$ cat config.mk
export PLATFORM = sky130hd
export DESIGN_NAME = ibk_top
export DESIGN_NICKNAME = d
export VERILOG_FILES = /design/src/design/ibk_pkg.sv /design/src/design/ibk_nvm.sv /design/src/design/ibk_top.sv
export VERILOG_INCLUDE_DIRS = /design/src /design/src/design
export SDC_FILE = /design/constraint.sdc
export NUM_CORES = 1
export LEC_CHECK = 0
export ABC_AREA = 1
export BUFFER_PORTS_ARGS = -buffer_cell sky130_fd_sc_hd__buf_2
export CAP_MARGIN = 20
export CORE_MARGIN = 5
export CORE_UTILIZATION = 57
export CTS_BUF_LIST = sky130_fd_sc_hd__clkbuf_8
export DETAILED_ROUTE_END_ITERATION = 16
export PLACE_DENSITY = 0.79
export SLEW_MARGIN = 20
export SYNTH_ARGS = -nofsm -noshare
export SYNTH_HDL_FRONTEND = slang
export SYNTH_HIERARCHICAL = 1
export SYNTH_SLANG_ARGS = --single-unit
$ cat constraint.sdc
create_clock -name clk -period 5.5 [get_ports clk]
set_input_delay 0 -clock clk [delete_from_list [all_inputs] [get_ports clk]]
set_output_delay 0 -clock clk [all_outputs]
set_load 0.03 [all_outputs]
$ cat src/design/ibk_map.svh
// Register offsets, field positions, reset values and timing counts
`ifndef IBK_MAP_SVH
`define IBK_MAP_SVH
`define IBK_CFG_COUNT      12
`define IBK_OFS_LAST_CFG   8'h0B
`define IBK_OFS_NVM_CHECKSUM_FIRST     8'h0C
`define IBK_OFS_NVM_CHECKSUM_SECOND     8'h0D
`define IBK_OFS_FAULT      8'h0E
`define IBK_OFS_NVM_PROGRAM_STATUS    8'h0F
`define IBK_UNMAPPED       8'hFF
`define IBK_ADDR_BASE      4'h9
`define IBK_ADDR_LO_GND    3'h0
`define IBK_ADDR_LO_FLOAT  3'h2
`define IBK_ADDR_LO_VCC    3'h5
`define IBK_SEL_GND        2'h0
`define IBK_SEL_FLOAT      2'h1
`define IBK_SEL_VCC        2'h2
`define IBK_CMD_MSB        7
`define IBK_CMD_LSB        3
`define IBK_DONE_BIT       2
`define IBK_CRC_BIT        1
`define IBK_OPEN_BIT       0
`define IBK_CMD_PROGRAM    5'h12
`define IBK_CMD_IDLE       5'h00
`define IBK_DFLT_00        8'hC2
`define IBK_DFLT_01        8'h4B
`define IBK_DFLT_02        8'h02
`define IBK_DFLT_OTHER     8'h00
`define IBK_PROG_MS        50
`define IBK_CLK_KHZ        100000
`define IBK_PROG_CYCLES    (`IBK_PROG_MS * `IBK_CLK_KHZ)
`endif

$ cat src/design/ibk_pkg.sv
// Types shared by the serial register bank
package ibk_pkg;
  typedef enum logic [3:0] {
    IBK_IDLE      = 4'h0,
    IBK_ADDR      = 4'h1,
    IBK_ADDR_ACK  = 4'h2,
    IBK_REG       = 4'h3,
    IBK_REG_ACK   = 4'h4,
    IBK_WDATA     = 4'h5,
    IBK_WDATA_ACK = 4'h6,
    IBK_RDATA     = 4'h7,
    IBK_RDATA_ACK = 4'h8
  } ibk_state_e;
  typedef logic [7:0] ibk_byte_t;
endpackage

$ cat src/design/ibk_nvm.sv
// Nonvolatile default store: recall after reset, timed program cycle
`timescale 1ns/1ns
`include "ibk_map.svh"
module ibk_nvm #(
  parameter int unsigned PROG_CYCLES = `IBK_PROG_CYCLES
) (
  input  wire logic                          clk,
  input  wire logic                          rst_n,
  input  wire logic                          ce,
  input  wire logic                          prog_start,
  input  wire logic [`IBK_CFG_COUNT*8-1:0]   cfg_flat,
  output logic                               recall_we,
  output logic [3:0]                         recall_idx,
  output ibk_pkg::ibk_byte_t                 recall_data,
  output logic                               recall_busy,
  output logic                               prog_busy,
  output logic                               prog_done,
  output ibk_pkg::ibk_byte_t                 cksum_sum,
  output ibk_pkg::ibk_byte_t                 cksum_xor
);
  logic [`IBK_CFG_COUNT*8-1:0] store_flat;
  logic [22:0]                 timer_r;
  logic [3:0]                  idx_r;
  ibk_pkg::ibk_byte_t          sum_nxt;
  ibk_pkg::ibk_byte_t          xor_nxt;

  function automatic ibk_pkg::ibk_byte_t dflt(input int i);
    case (i)
      0:       dflt = `IBK_DFLT_00;
      1:       dflt = `IBK_DFLT_01;
      2:       dflt = `IBK_DFLT_02;
      default: dflt = `IBK_DFLT_OTHER;
    endcase
  endfunction

  // Entries take no reset: contents must outlive every reset
  genvar g;
  for (g = 0; g < `IBK_CFG_COUNT; g++) begin : gen_ent
    ibk_pkg::ibk_byte_t byte_r = dflt(g);
    always_ff @(posedge clk) begin
      if (ce && prog_start && !prog_busy) begin
        byte_r <= cfg_flat[g*8 +: 8];
      end
    end
    assign store_flat[g*8 +: 8] = byte_r;
  end

  always_comb begin
    sum_nxt = 8'h00;
    xor_nxt = 8'h00;
    for (int i = 0; i < `IBK_CFG_COUNT; i++) begin
      sum_nxt = 8'(sum_nxt + store_flat[i*8 +: 8]);
      xor_nxt = xor_nxt ^ store_flat[i*8 +: 8];
    end
  end

  // Recall walks the store one entry per cycle after reset release
  always_ff @(posedge clk or negedge rst_n) begin
    if (!rst_n) begin
      recall_busy <= 1'b1;
      recall_we   <= 1'b0;
      recall_idx  <= 4'h0;
      recall_data <= 8'h00;
      idx_r       <= 4'h0;
    end else if (ce) begin
      recall_we <= recall_busy;
      // Index ends one past the last entry, so it is only read while busy
      if (recall_busy) begin
        recall_idx  <= idx_r;
        recall_data <= store_flat[idx_r*8 +: 8];
        idx_r       <= 4'(idx_r + 4'h1);
        if (idx_r == 4'(`IBK_CFG_COUNT - 1)) begin
          recall_busy <= 1'b0;
        end
      end
    end
  end

  always_ff @(posedge clk or negedge rst_n) begin
    if (!rst_n) begin
      prog_busy <= 1'b0;
      prog_done <= 1'b0;
      timer_r   <= 23'h000000;
    end else if (ce) begin
      prog_done <= 1'b0;
      if (prog_start && !prog_busy) begin
        prog_busy <= 1'b1;
        timer_r   <= 23'h000000;
      end else if (prog_busy) begin
        timer_r <= 23'(timer_r + 23'h000001);
        if (timer_r == 23'(PROG_CYCLES - 1)) begin
          prog_busy <= 1'b0;
          prog_done <= 1'b1;
        end
      end
    end
  end

  always_ff @(posedge clk or negedge rst_n) begin
    if (!rst_n) begin
      cksum_sum <= 8'h00;
      cksum_xor <= 8'h00;
    end else if (ce && (recall_we || prog_done)) begin
      cksum_sum <= sum_nxt;
      cksum_xor <= xor_nxt;
    end
  end
endmodule // ibk_nvm

$ cat src/design/ibk_top.sv
// Two-wire serial slave with sixteen registers and nonvolatile defaults
`timescale 1ns/1ns
`include "ibk_map.svh"
module ibk_top #(
  parameter int unsigned PROG_CYCLES = `IBK_PROG_CYCLES
) (
  input  wire logic                         clk,
  input  wire logic                         rst_n,
  input  wire logic                         ce,
  input  wire logic                         scl_in,
  input  wire logic                         sda_in,
  output logic                              sda_out,
  output logic                              sda_oe_n,
  input  wire logic [1:0]                   addr_sel,
  input  wire logic [7:0]                   fault_flags_in,
  input  wire logic                         string_open_flag_in,
  output logic [`IBK_CFG_COUNT*8-1:0]       cfg_regs,
  output logic                              nvm_busy
);
  logic                  rst_meta_r;
  logic                  rst_sync_r;
  logic                  scl_q_r;
  logic                  sda_q_r;
  logic                  scl_rise;
  logic                  scl_fall;
  logic                  bus_start;
  logic                  bus_stop;
  ibk_pkg::ibk_state_e   state_r;
  logic [3:0]            bitcnt_r;
  ibk_pkg::ibk_byte_t    shift_r;
  ibk_pkg::ibk_byte_t    tx_r;
  ibk_pkg::ibk_byte_t    ptr_r;
  logic                  rw_r;
  logic                  mack_r;
  logic [6:0]            dev_addr_r;
  logic                  byte_done;
  logic                  addr_hit;
  logic                  commit;
  logic                  stat_wr;
  logic                  prog_start;
  logic [4:0]            cmd_r;
  logic                  done_r;
  logic                  crc_ok_r;
  ibk_pkg::ibk_byte_t    rd_byte;
  ibk_pkg::ibk_byte_t    nvm_program_status;
  logic                  recall_we;
  logic [3:0]            recall_idx;
  ibk_pkg::ibk_byte_t    recall_data;
  logic                  recall_busy;
  logic                  prog_busy;
  logic                  prog_done;
  ibk_pkg::ibk_byte_t    cksum_sum;
  ibk_pkg::ibk_byte_t    cksum_xor;

  // Reset release passes two flops; assertion stays asynchronous
  always_ff @(posedge clk or negedge rst_n) begin
    if (!rst_n) begin
      rst_meta_r <= 1'b0;
      rst_sync_r <= 1'b0;
    end else if (ce) begin
      rst_meta_r <= 1'b1;
      rst_sync_r <= rst_meta_r;
    end
  end

  ibk_nvm #(
    .PROG_CYCLES (PROG_CYCLES)
  ) u_nvm (
    .clk         (clk),
    .rst_n       (rst_sync_r),
    .ce          (ce),
    .prog_start  (prog_start),
    .cfg_flat    (cfg_regs),
    .recall_we   (recall_we),
    .recall_idx  (recall_idx),
    .recall_data (recall_data),
    .recall_busy (recall_busy),
    .prog_busy   (prog_busy),
    .prog_done   (prog_done),
    .cksum_sum   (cksum_sum),
    .cksum_xor   (cksum_xor)
  );

  // Strap taken while recall runs, so after release and never under reset
  always_ff @(posedge clk or negedge rst_sync_r) begin
    if (!rst_sync_r) begin
      dev_addr_r <= {`IBK_ADDR_BASE, `IBK_ADDR_LO_GND};
    end else if (ce && recall_busy) begin
      unique case (addr_sel)
        `IBK_SEL_FLOAT: dev_addr_r <= {`IBK_ADDR_BASE, `IBK_ADDR_LO_FLOAT};
        `IBK_SEL_VCC:   dev_addr_r <= {`IBK_ADDR_BASE, `IBK_ADDR_LO_VCC};
        default:        dev_addr_r <= {`IBK_ADDR_BASE, `IBK_ADDR_LO_GND};
      endcase
    end
  end

  always_ff @(posedge clk or negedge rst_sync_r) begin
    if (!rst_sync_r) begin
      scl_q_r <= 1'b1;
      sda_q_r <= 1'b1;
    end else if (ce) begin
      scl_q_r <= scl_in;
      sda_q_r <= sda_in;
    end
  end

  assign scl_rise  = ce && scl_in && !scl_q_r;
  assign scl_fall  = ce && !scl_in && scl_q_r;
  assign bus_start = ce && scl_in && scl_q_r && sda_q_r && !sda_in;
  assign bus_stop  = ce && scl_in && scl_q_r && !sda_q_r && sda_in;
  assign byte_done = (bitcnt_r == 4'h8);

  // Commit on the falling edge that closes the data acknowledge
  assign commit = scl_fall && !bus_start && !bus_stop &&
                  (state_r == ibk_pkg::IBK_WDATA_ACK);

  // Status writes are refused while a program cycle runs
  assign stat_wr = commit && ptr_r == `IBK_OFS_NVM_PROGRAM_STATUS && !prog_busy;

  // No acknowledge until recall has taken the strap address
  assign addr_hit = (shift_r[7:1] == dev_addr_r) && !recall_busy;

  always_comb begin
    nvm_program_status = 8'h00;
    nvm_program_status[`IBK_CMD_MSB:`IBK_CMD_LSB] = cmd_r;
    nvm_program_status[`IBK_DONE_BIT] = done_r;
    nvm_program_status[`IBK_CRC_BIT]  = crc_ok_r;
    nvm_program_status[`IBK_OPEN_BIT] = string_open_flag_in;
  end

  always_comb begin
    if (ptr_r <= `IBK_OFS_LAST_CFG) begin
      rd_byte = cfg_regs[ptr_r[3:0]*8 +: 8];
    end else begin
      unique case (ptr_r)
        `IBK_OFS_NVM_CHECKSUM_FIRST:  rd_byte = cksum_sum;
        `IBK_OFS_NVM_CHECKSUM_SECOND:  rd_byte = cksum_xor;
        `IBK_OFS_FAULT:   rd_byte = fault_flags_in;
        `IBK_OFS_NVM_PROGRAM_STATUS: rd_byte = nvm_program_status;
        default:          rd_byte = `IBK_UNMAPPED;
      endcase
    end
  end

  // Bus sequencer: start or stop overrides any state
  always_ff @(posedge clk or negedge rst_sync_r) begin
    if (!rst_sync_r) begin
      state_r  <= ibk_pkg::IBK_IDLE;
      bitcnt_r <= 4'h0;
      shift_r  <= 8'h00;
      tx_r     <= 8'h00;
      ptr_r    <= 8'h00;
      rw_r     <= 1'b0;
      mack_r   <= 1'b0;
      sda_oe_n <= 1'b1;
    end else if (bus_start) begin
      state_r  <= ibk_pkg::IBK_ADDR;
      bitcnt_r <= 4'h0;
      sda_oe_n <= 1'b1;
    end else if (bus_stop) begin
      state_r  <= ibk_pkg::IBK_IDLE;
      sda_oe_n <= 1'b1;
    end else if (ce) begin
      unique case (state_r)
        ibk_pkg::IBK_IDLE: begin
          sda_oe_n <= 1'b1;
        end
        ibk_pkg::IBK_ADDR, ibk_pkg::IBK_REG, ibk_pkg::IBK_WDATA: begin
          if (scl_rise && !byte_done) begin
            shift_r  <= {shift_r[6:0], sda_in};
            bitcnt_r <= 4'(bitcnt_r + 4'h1);
          end else if (scl_fall && byte_done) begin
            bitcnt_r <= 4'h0;
            if (state_r == ibk_pkg::IBK_ADDR) begin
              // Base 1001 excludes general call and 10-bit prefixes
              if (addr_hit) begin
                rw_r     <= shift_r[0];
                sda_oe_n <= 1'b0;
                state_r  <= ibk_pkg::IBK_ADDR_ACK;
              end else begin
                state_r <= ibk_pkg::IBK_IDLE;
              end
            end else if (state_r == ibk_pkg::IBK_REG) begin
              ptr_r    <= shift_r;
              sda_oe_n <= 1'b0;
              state_r  <= ibk_pkg::IBK_REG_ACK;
            end else begin
              sda_oe_n <= 1'b0;
              state_r  <= ibk_pkg::IBK_WDATA_ACK;
            end
          end
        end
        ibk_pkg::IBK_ADDR_ACK: begin
          if (scl_fall) begin
            if (rw_r) begin
              // Repeated start with read bit answers from the pointer
              tx_r     <= {rd_byte[6:0], 1'b0};
              sda_oe_n <= rd_byte[7];
              ptr_r    <= 8'(ptr_r + 8'h01);
              bitcnt_r <= 4'h0;
              state_r  <= ibk_pkg::IBK_RDATA;
            end else begin
              sda_oe_n <= 1'b1;
              state_r  <= ibk_pkg::IBK_REG;
            end
          end
        end
        ibk_pkg::IBK_REG_ACK: begin
          if (scl_fall) begin
            sda_oe_n <= 1'b1;
            state_r  <= ibk_pkg::IBK_WDATA;
          end
        end
        ibk_pkg::IBK_WDATA_ACK: begin
          if (scl_fall) begin
            sda_oe_n <= 1'b1;
            ptr_r    <= 8'(ptr_r + 8'h01);
            state_r  <= ibk_pkg::IBK_WDATA;
          end
        end
        ibk_pkg::IBK_RDATA: begin
          if (scl_rise && !byte_done) begin
            bitcnt_r <= 4'(bitcnt_r + 4'h1);
          end else if (scl_fall && byte_done) begin
            sda_oe_n <= 1'b1;
            mack_r   <= 1'b0;
            state_r  <= ibk_pkg::IBK_RDATA_ACK;
          end else if (scl_fall) begin
            sda_oe_n <= tx_r[7];
            tx_r     <= {tx_r[6:0], 1'b0};
          end
        end
        ibk_pkg::IBK_RDATA_ACK: begin
          if (scl_rise) begin
            if (sda_in) begin
              // No acknowledge from the master ends the read
              state_r <= ibk_pkg::IBK_IDLE;
            end else begin
              mack_r <= 1'b1;
            end
          end else if (scl_fall && mack_r) begin
            tx_r     <= {rd_byte[6:0], 1'b0};
            sda_oe_n <= rd_byte[7];
            ptr_r    <= 8'(ptr_r + 8'h01);
            bitcnt_r <= 4'h0;
            state_r  <= ibk_pkg::IBK_RDATA;
          end
        end
        default: begin
          state_r  <= ibk_pkg::IBK_IDLE;
          sda_oe_n <= 1'b1;
        end
      endcase
    end
  end

  // Line is only ever pulled low; release is the enable alone
  always_ff @(posedge clk or negedge rst_sync_r) begin
    if (!rst_sync_r) begin
      sda_out <= 1'b0;
    end else if (ce) begin
      sda_out <= 1'b0;
    end
  end

  // Configuration bytes: recall has priority over any bus write
  genvar g;
  for (g = 0; g < `IBK_CFG_COUNT; g++) begin : gen_cfg
    logic load_hit;
    logic write_hit;
    assign load_hit  = ce && recall_we && recall_idx == 4'(g);
    assign write_hit = commit && ptr_r == 8'(g);
    always_ff @(posedge clk or negedge rst_sync_r) begin
      if (!rst_sync_r) begin
        cfg_regs[g*8 +: 8] <= 8'h00;
      end else if (load_hit) begin
        cfg_regs[g*8 +: 8] <= recall_data;
      end else if (write_hit) begin
        // Writes during a program cycle land here, not in the store
        cfg_regs[g*8 +: 8] <= shift_r;
      end
    end
  end

  // Only the exact command starts a cycle; the store covers 0x00..0x0B
  assign prog_start = stat_wr && !prog_done &&
                      shift_r[`IBK_CMD_MSB:`IBK_CMD_LSB] ==
                      `IBK_CMD_PROGRAM;

  always_ff @(posedge clk or negedge rst_sync_r) begin
    if (!rst_sync_r) begin
      cmd_r  <= `IBK_CMD_IDLE;
      done_r <= 1'b0;
    end else if (ce) begin
      // A finished cycle wins, so done is never lost to a new command
      if (prog_done) begin
        cmd_r  <= `IBK_CMD_IDLE;
        done_r <= 1'b1;
      end else if (prog_start) begin
        cmd_r  <= `IBK_CMD_PROGRAM;
        done_r <= 1'b0;
      end else if (stat_wr) begin
        // Any other pattern is held but starts nothing
        cmd_r <= shift_r[`IBK_CMD_MSB:`IBK_CMD_LSB];
      end
    end
  end

  // Set once the last recalled byte has landed; only reset clears it
  always_ff @(posedge clk or negedge rst_sync_r) begin
    if (!rst_sync_r) begin
      crc_ok_r <= 1'b0;
    end else if (ce && recall_we &&
                 recall_idx == 4'(`IBK_CFG_COUNT - 1)) begin
      crc_ok_r <= 1'b1;
    end
  end

  always_ff @(posedge clk or negedge rst_sync_r) begin
    if (!rst_sync_r) begin
      nvm_busy <= 1'b1;
    end else if (ce) begin
      // Timer inside the store bounds the cycle length
      nvm_busy <= recall_busy || prog_busy || prog_start;
    end
  end
endmodule // ibk_top

==> impl_metrics.json, run 1 <==
{
  "start_util_pct": 57.33,
  "root_buffer": "clkbuf_8",
  "max_freq_mhz": 212.9,
  "viasPerCell": 5.870,
  "wl_met3_um": 7039,
  "fin_util_pct": 64.07,
  "holdCritStartpoint": "fault_flags_in[7]",
  "cts_tree": "done",
  "dr.first_iter.drc_count": 1923,
  "p_per_area_nw_per_um2": 470.2,
  "cp_cell_sequence": "fa_1, inv_1, fa_1, inv_1, fa_1, fa_1, inv_1, fa_1, inv_1, ha_1, inv_1, fa_1, o21ai_0, a21oi_1, xor2_1, o21ai_0",
  "cap_viol_max_count": 0,
  "syn2layout_area_growth_pct": 11.77,
  "hpwl_um": 40780,
  "syn_area_per_cell_um2": 8.238,
  "layout_commonest_cell": "nand2_1",
  "critPathKind": "reg2reg",
  "dr.pass1.iters": 6,
  "critPathArrivalTime_ns": 5.22,
  "p_leak_nw": 9.411,
  "cp-end-kind": "flop",
  "vias": 16080,
  "critPathMaxStageDelay_ns": 0.59,
  "clock_path_buffers": 3,
  "fin_tns_setup_ns": 0,
  "worst_slack_ns": 0.8019,
  "grt_pass1_vias": 15490,
  "peakVddDrop_mv": 0.3627,
  "synth_seq_area_share_pct": 44.40,
  "clk_latency_ns": 0.62,
  "worstRegToRegCells": 16,
  "crit_top_cell": "fa_1",
  "r2r_slack_ns": 0.80,
  "track_usage_pct": 31.60,
  "drc": 0,
  "crit_required_ns": 6.02,
  "die-area_um2": 35140,
  "path_clk_slew_ns": 0.06,
  "pre_cts_ws_ns": 0.7963,
  "synth.ff_latch_count": 299,
  "wl_um": 56210,
  "hold_viol": 0,
  "gp_congestion": 0.9756,
  "ys_warn_count": 6,
  "drive_gt1_share_pct": 11.00,
  "rsz0062_at_grt": "false",
  "timing.final.crit_share_pct": 85.42,
  "period_needed_ns": 4.698,
  "r2r_start": "u_nvm/gen_ent[0].byte_r[2]",
  "grt_max_degree": 128,
  "slew_headroom_pct": 30.34,
  "startpoint_type": "flop",
  "finalNetCount": 2391,
  "cp_max_fo": 3,
  "fillCellCount": 2588,
  "cts_resized": 0,
  "layout_common_cells": "nand2_1, o21ai_0, inv_1, dfrtp_1, nor2_1",
  "io_pins": 115,
  "port_buffers": 113,
  "top_layer": "met5",
  "r2r-end": "u_nvm/cksum_sum[6]",
  "core_um2": 31310,
  "routedWlPerCell_um": 20.52,
  "fp.dieH_um": 187.5,
  "fin_skew_ns": 0.03671,
  "cp_slowest_cell": "fa_1",
  "rows": 65,
  "wl_met1_um": 22230,
  "route.met2.wl_um": 24870,
  "numClockSinks": 299,
  "grt_overflow": 0,
  "setup_viol": 0,
  "hold_depth": 9,
  "drv_slew": 0,
  "ant_nets": 0,
  "tightest_slew_ns": 1.038,
  "antenna_found_initial": 3,
  "worstHoldEndpoint": "sda_oe_n",
  "numCtsBuffers": 50,
  "synth_cells": 2179,
  "h-tree-depth": 2,
  "status": "complete, no violations",
  "syn_nets": 2276,
  "grt_pass1_wl_um": 87550,
  "die_x_um": 187.5,
  "worstHoldPathType": "in2reg",
  "ys_types": 53,
  "syn_area_um2": 17950
}
[routing by layer]
| layer | GRT usage (%) | vias to the layer above |
|---|---|---|
| met2 | 48.18 | 1043 |
| met1 | 44.73 | 7567 |
| met4 | 11.55 | 6 |
| met3 | 7.297 | 137 |
| li1 | - | 7326 |
| met5 | 0 | - |
[Yosys cell counts (all sizes together)]
cell type | count | share of area [%]
o31ai | 4 | 0.17
o21a | 4 | 0.17
clkinv | 10 | 0.21
fa | 63 | 7.0
a31oi | 8 | 0.28
o21ai | 304 | 9.2
nand4 | 22 | 0.80
conb | 1 | 0.021
nand2 | 555 | 12
a21o | 1 | 0.042
o311ai | 1 | 0.049
nor3 | 19 | 0.68
o22ai | 14 | 0.49
nor2 | 192 | 4.2
a2bb2oi | 1 | 0.049
nand3b | 1 | 0.042
dfrtp | 198 | 28
a22oi | 2 | 0.084
nor4 | 3 | 0.10
dfstp | 5 | 0.73
edfxtp | 96 | 16
a32o | 1 | 0.056
o221ai | 6 | 0.29
xor2 | 38 | 1.9
inv | 254 | 5.3
a21oi | 84 | 2.4
xnor2 | 41 | 2.0
ha | 18 | 1.3
or2 | 10 | 0.35
nand3 | 125 | 3.8
buf | 26 | 1.1
o211ai | 13 | 0.54
clkbuf | 57 | 1.2
and2 | 1 | 0.035
a21boi | 1 | 0.042
[worst max-delay path by stage]
stage	from	to	slack [ns]	depth (start not counted)
CTS	u_nvm/gen_ent[0].byte_r[2]	u_nvm/cksum_sum[6]	0.81	16
floorplan	scl_q_r	u_nvm/timer_r[20]	0.52	12
detailed placement	u_nvm/gen_ent[0].byte_r[2]	u_nvm/cksum_sum[6]	0.80	16
global route	u_nvm/gen_ent[0].byte_r[2]	u_nvm/cksum_sum[6]	0.57	16
finish	u_nvm/gen_ent[0].byte_r[2]	u_nvm/cksum_sum[6]	0.80	16
global placement	u_nvm/gen_ent[0].byte_r[2]	u_nvm/cksum_sum[6]	0.98	16
[timing repair]
| item | in CTS | in global routing |
|---|---|---|
| hold endpoints to repair | 25 | 0 |
| setup buffers | 0 | 0 |
| endpoints found under the setup margin | 0 | 0 |
| hold buffers | 21 | 0 |
[kinds of logic after synthesis]
family / after synthesis / share of synthesized area [%]
XOR/XNOR: 79 / 3.855
flip-flops: 299 / 44.40
other: 1 / 0.02089
AO/OA/AOI/OAI: 444 / 13.85
buffers and inverters: 347 / 7.856
AND/OR/NAND/NOR: 928 / 21.74
adder cells (fa/ha/maj): 81 / 8.281
[critical path: cells and delay by family (launching register included)]
| kind | cells | cell delay, ns |
|---|---|---|
| fa+ha+maj | 7 | 3.24 |
| buf+inv | 5 | 0.32 |
| compound gates | 3 | 0.48 |
| flops | 1 | 0.42 |
| xor+xnor | 1 | 0.15 |
[layout make-up]
| cell class | instances | area, µm² | share of cell area, % |
|---|---|---|---|
| clock inverters | 32 | 249.0 | 1.241 |
| inverters | 264 | 991.0 | 4.940 |
| multi-input cells | 1533 | 8578 | 42.76 |
| repair buffers | 146 | 910.9 | 4.540 |
| diodes | 1 | 2.502 | 0.01247 |
| flip-flops and latches | 299 | 7974 | 39.75 |
| well taps | 402 | 503.0 | 2.507 |
| clock buffers | 62 | 853.3 | 4.253 |
[report_power, final]
group	leakage, nW	internal, mW	switching [mW]
clock network	0.624	1.21	0.978
registers	3.29	2.92	0.937
logic	5.49	0.932	2.46
total	9.41	5.06	4.37
[metrics by stage]
step	std cells	instance area, µm²	hold WS (ns)	power, mW
final	2739	20060	0.04502	9.434
after detailed placement	2622	18720	-0.2132	7.107
after CTS	2737	20030	0.01556	9.309
after floorplan	2179	17950	-0.2956	5.706
after global placement	2622	18720	-0.2163	7.011
after global routing	2738	20060	0.1083	9.852
[state kept, by name, indices dropped and copies added, names as in the netlist, 4 cells and up]
| name | count |
|---|---|
| bitcnt_r | 4 |
| cfg_regs | 96 |
| cmd_r | 5 |
| ptr_r | 8 |
| shift_r | 8 |
| state_r | 4 |
| tx_r | 7 |
| u_nvm/cksum_sum | 8 |
| u_nvm/cksum_xor | 8 |
| u_nvm/gen_ent.byte_r | 96 |
| u_nvm/idx_r | 4 |
| u_nvm/recall_data | 8 |
| u_nvm/recall_idx | 4 |
| u_nvm/timer_r | 23 |
Note: power is estimated with default switching activity, not from simulation.
==> run 2: changes to the inputs <==
--- a/config.mk
+++ b/config.mk
@@ -13,7 +13,9 @@
 export CORE_UTILIZATION = 57
 export CTS_BUF_LIST = sky130_fd_sc_hd__clkbuf_8
 export DETAILED_ROUTE_END_ITERATION = 16
+export HOLD_SLACK_MARGIN = 0.15
 export PLACE_DENSITY = 0.79
+export SKIP_CTS_REPAIR_TIMING = 1
 export SLEW_MARGIN = 20
 export SYNTH_ARGS = -nofsm -noshare
 export SYNTH_HDL_FRONTEND = slang
==> impl_metrics.json, run 2 (synthesized netlist as in run 1, its figures left out) <==
{
  "status": "complete, no violations",
  "dr.first_iter.drc_count": 1823,
  "fillCellCount": 2594,
  "setup_viol": 0,
  "fp.dieH_um": 187.5,
  "p_per_area_nw_per_um2": 469.9,
  "r2r_slack_ns": 0.80,
  "io_pins": 115,
  "max_freq_mhz": 212.9,
  "clock_path_buffers": 3,
  "cap_viol_max_count": 0,
  "seq_area_um2": 7974,
  "layout_commonest_cell": "nand2_1",
  "track_usage_pct": 31.45,
  "peakVddDrop_mv": 0.3621,
  "root_buffer": "clkbuf_8",
  "r2r-end": "u_nvm/cksum_sum[6]",
  "p_leak_nw": 9.415,
  "start_util_pct": 57.33,
  "path_clk_slew_ns": 0.07,
  "fin_util_pct": 64.10,
  "fin_tns_setup_ns": 0,
  "core_um2": 31310,
  "hold_viol": 0,
  "vias": 16070,
  "critPathArrivalTime_ns": 5.22,
  "wl_um": 56120,
  "fin_skew_ns": 0.03323,
  "cp_max_fo": 3,
  "slew_headroom_pct": 31.65,
  "timing.final.crit_share_pct": 85.40,
  "grtUsageMet1_pct": 44.51,
  "port_buffers": 113,
  "clk_latency_ns": 0.62,
  "numCtsBuffers": 50,
  "grt_use_met2_pct": 47.75,
  "numClockSinks": 299,
  "grt_pass1_wl_um": 87040,
  "die_x_um": 187.5,
  "tightest_slew_ns": 1.019,
  "switching_share_pct": 46.35,
  "cp-end-kind": "flop",
  "drive_gt1_share_pct": 11.00,
  "use_met3_pct": 7.577,
  "gp_congestion": 0.9756,
  "clock_power_share_pct": 23.2,
  "hpwl_um": 40780,
  "worstRegToRegCells": 16,
  "h-tree-depth": 2,
  "rsz0062_at_grt": "false",
  "antenna_found_initial": 3,
  "power.internal_mw": 5.060,
  "syn2layout_area_growth_pct": 11.82,
  "grt_pass1_vias": 15350,
  "critPathKind": "reg2reg",
  "dr.pass1.iters": 7,
  "cts_tree": "done",
  "layout_common_cells": "nand2_1, o21ai_0, inv_1, dfrtp_1, nor2_1",
  "drc": 0,
  "startpoint_type": "flop",
  "finalNetCount": 2392,
  "gr-max-usage-layer": "met2",
  "routedWlPerCell_um": 20.48,
  "viasPerCell": 5.863,
  "period_needed_ns": 4.697,
  "switchingPower_mw": 4.372,
  "reg.largest.list": "cfg_regs (96), u_nvm/gen_ent.byte_r (96), u_nvm/timer_r (23)",
  "drv_slew": 0,
  "multi_input_area_um2": 8578,
  "ant_nets": 0,
  "die-area_um2": 35140,
  "grt_overflow": 0,
  "crit_required_ns": 6.02,
  "power_frac_comb_pct": 36.0,
  "worstHoldPathType": "reg2async",
  "grt_max_degree": 128,
  "pwr-share-seq_pct": 40.9,
  "rows": 65,
  "r2r_start": "u_nvm/gen_ent[0].byte_r[2]"
}
run 2: cell types whose count changed in the layout (fill, tap and decap cells not counted):
cell           before  now
dlygate4sd3_1      21   22
run 2: layout make-up:
| cell class | instances | area share (%) |
|---|---|---|
| Inverter | 264 | 4.937 |
| Clock buffer | 62 | 4.251 |
| Timing Repair Buffer | 147 | 4.588 |
| Antenna cell | 1 | 0.01247 |
| Clock inverter | 32 | 1.240 |
| Sequential cell | 299 | 39.73 |
| Multi-Input combinational cell | 1533 | 42.74 |
| Tap cell | 402 | 2.506 |
run 2: power groups by stage:
stage               registers, mW  clock network, mW  logic [mW]
floorplan                    4.04                  0        1.66
global placement             3.81                  0        3.21
detailed placement           3.82                  0        3.28
CTS                          3.79               2.19        3.31
global route                 3.87               2.29        3.69
finish                       3.86               2.18        3.39
run 2: worst max-delay path by stage:
stage | from | endpoint | cells past startpoint
global route | u_nvm/gen_ent[0].byte_r[2] | u_nvm/cksum_sum[6] | 16
CTS | u_nvm/gen_ent[0].byte_r[2] | u_nvm/cksum_sum[6] | 16
floorplan | scl_q_r | u_nvm/timer_r[20] | 12
global placement | u_nvm/gen_ent[0].byte_r[2] | u_nvm/cksum_sum[6] | 16
detailed placement | u_nvm/gen_ent[0].byte_r[2] | u_nvm/cksum_sum[6] | 16
finish | u_nvm/gen_ent[0].byte_r[2] | u_nvm/cksum_sum[6] | 16
run 2: metrics by stage:
| stage | hold WS (ns) | area, µm² | cells | power, mW | setup WS [ns] |
|---|---|---|---|---|---|
| final | 0.2276 | 20070 | 2740 | 9.432 | 0.8028 |
| after global routing | 0.2604 | 20070 | 2739 | 9.854 | 0.5661 |
| after CTS | -0.8468 | 19820 | 2716 | 9.289 | 0.8101 |
| after detailed placement | -0.2132 | 18720 | 2622 | 7.107 | 0.7963 |
| after global placement | -0.2163 | 18720 | 2622 | 7.011 | 0.9794 |
| after floorplan | -0.2956 | 17950 | 2179 | 5.706 | 0.5198 |
run 2: layer usage:
layer  part of all wire [%]  wire length, µm  vias up
met5                   0.20              115        -
met4                    3.8             2147        4
met3                     12             6919      159
met2                     44            24700      982
met1                     40            22240     7587
li1                       -                -     7333
run 2: critical path, cell delays in order, from the launching register on:
cell	delay, ns
edfxtp_1	0.42
fa_1	0.59
inv_1	0.08
fa_1	0.53
inv_1	0.05
fa_1	0.51
fa_1	0.55
inv_1	0.06
fa_1	0.47
inv_1	0.07
ha_1	0.19
inv_1	0.07
fa_1	0.39
o21ai_0	0.22
a21oi_1	0.12
xor2_1	0.15
o21ai_0	0.14
==> run 3: changes to the inputs <==
--- a/config.mk
+++ b/config.mk
@@ -15,6 +15,7 @@
 export DETAILED_ROUTE_END_ITERATION = 16
 export HOLD_SLACK_MARGIN = 0.15
 export PLACE_DENSITY = 0.79
+export RECOVER_POWER = 25
 export SKIP_CTS_REPAIR_TIMING = 1
 export SLEW_MARGIN = 20
 export SYNTH_ARGS = -nofsm -noshare
==> impl_metrics.json, run 3 (synthesized netlist as in run 1, its figures left out) <==
{
  "status": "finished with violations",
  "violations": "capacitance limit, slew limit",
  "fp.dieH_um": 187.5,
  "place_area_um2": 18720,
  "clock_power_share_pct": 23.2,
  "peakVddDrop_mv": 0.3615,
  "finalPower_mw": 9.437,
  "h-tree-depth": 2,
  "drc": 0,
  "grt_overflow": 0,
  "cp_cell_sequence": "fa_1, inv_1, fa_1, inv_1, fa_1, fa_1, inv_1, fa_1, inv_1, ha_1, inv_1, fa_1, o21ai_0, a21oi_1, xor2_1, o21ai_0",
  "cp_slowest_cell": "fa_1",
  "startpoint_type": "flop",
  "dr.first_iter.drc_count": 1778,
  "die-area_um2": 35140,
  "track_usage_pct": 31.45,
  "drv_slew": 54,
  "cp_max_fo": 3,
  "wl_um": 56120,
  "p_leak_nw": 9.403,
  "routedWlPerCell_um": 20.49,
  "crit_top_cell": "fa_1",
  "timing.final.crit_share_pct": 85.31,
  "switching_share_pct": 46.41,
  "p_per_area_nw_per_um2": 470.8,
  "dr.pass1.iters": 6,
  "port_buffers": 113,
  "setup_viol": 0,
  "rows": 65,
  "critPathArrivalTime_ns": 5.22,
  "grt_max_degree": 128,
  "cap_viol_max_count": 1,
  "critPathMaxStageDelay_ns": 0.59,
  "cp-end-kind": "flop",
  "worstHoldPathType": "in2async",
  "seq_area_um2": 7970,
  "hold_viol": 0,
  "die_x_um": 187.5,
  "drive_gt1_share_pct": 10.91,
  "core_um2": 31310,
  "power.internal_mw": 5.057,
  "numClockSinks": 299,
  "viasPerCell": 5.896,
  "multi_input_area_um2": 8578,
  "finalNetCount": 2392,
  "pwr-share-seq_pct": 40.9,
  "ant_nets": 0,
  "clk_latency_ns": 0.62,
  "critPathKind": "reg2reg",
  "fin_skew_ns": 0.03923,
  "start_util_pct": 57.33,
  "crit_start": "u_nvm/gen_ent[0].byte_r[2]",
  "grt_pass1_wl_um": 87040,
  "gp_congestion": 0.9756,
  "reg.largest.list": "cfg_regs (96), u_nvm/gen_ent.byte_r (96), u_nvm/timer_r (23)",
  "fin_tns_setup_ns": 0,
  "r2r_slack_ns": 0.81,
  "tightest_slew_ns": 3.025,
  "clock_path_buffers": 3,
  "layout_commonest_cell": "nand2_1",
  "antenna_found_initial": 3,
  "r2r_start": "u_nvm/gen_ent[0].byte_r[2]",
  "numCtsBuffers": 50,
  "vias": 16150,
  "max_freq_mhz": 213.1,
  "layout_common_cells": "nand2_1, o21ai_0, inv_1, dfrtp_1, nor2_1",
  "cts_tree": "done",
  "syn2layout_area_growth_pct": 11.65,
  "fillCellCount": 2598,
  "crit_required_ns": 6.02,
  "switchingPower_mw": 4.380,
  "root_buffer": "clkbuf_8",
  "hpwl_um": 40780,
  "grt_pass1_vias": 15350,
  "dp_cells": 2622,
  "io_pins": 115,
  "period_needed_ns": 4.692,
  "final_area_um2": 20040,
  "path_clk_slew_ns": 0.06,
  "slew_headroom_pct": -101.7,
  "layout.cells.non_filler": 2739,
  "antenna_cells": 0,
  "power_frac_comb_pct": 35.9,
  "rsz0062_at_grt": "false"
}
==> run 3: cell count changes in the layout (fill, tap and decap cells not counted), sizes merged <==
cell / change
buf: -1
clkbuf: +1
diode: -1
==> run 3: final timing paths <==
| kind | depth (start not counted) | to |
|---|---|---|
| setup / recovery | 16 | u_nvm/cksum_sum[6] |
| hold / removal | 3 | rst_meta_r |
| setup reg to reg | 16 | u_nvm/cksum_sum[6] |
| hold reg to reg | 0 | bitcnt_r[0] |
| max in group asynchronous | 2 | cfg_regs[88] |
| min in group clk | 4 | shift_r[0] |
==> run 3: power groups by stage <==
stage	clock network [mW]	logic, mW	registers (mW)
detailed placement	0	3.28	3.82
global route	2.29	3.69	3.87
floorplan	0	1.66	4.04
finish	2.19	3.39	3.85
global placement	0	3.21	3.81
CTS	2.19	3.31	3.79
==> run 3: critical path: cells and delay by family (launching register included) <==
family          cells  cell delay [ns]
compound gates      3             0.48
xor+xnor            1             0.15
fa+ha+maj           7             3.22
buf+inv             5             0.33
flops               1             0.42
==> run 3: layout make-up <==
type	count	area share, %
clock buffers	62	4.258
well taps	402	2.510
flip-flops and latches	299	39.77
multi-input cells	1533	42.80
inverters	264	4.944
repair buffers	147	4.476
clock inverters	32	1.242
==> run 3: stage by stage <==
| step | hold WS, ns | setup slack [ns] | util, % |
|---|---|---|---|
| 2_1_floorplan | -0.2956 | 0.5198 | - |
| 3_3_place_gp | -0.2163 | 0.9794 | 59.78 |
| 3_5_place_dp | -0.2132 | 0.7963 | 59.78 |
| 4_1_cts | -0.8468 | 0.8101 | 63.30 |
| 5_1_grt | 0.2744 | 0.5661 | 64.01 |
| 6_report | 0.2645 | 0.8080 | 64.01 |
==> run 3: routing by layer <==
layer / vias to the layer above / part of all wire, % / track usage, %
met3: 136 / 13 / 7.577
met1: 7656 / 39 / 44.51
met5: - / 0.048 / 0
li1: 7329 / - / -
met4: 4 / 3.5 / 11.46
met2: 1024 / 44 / 47.75
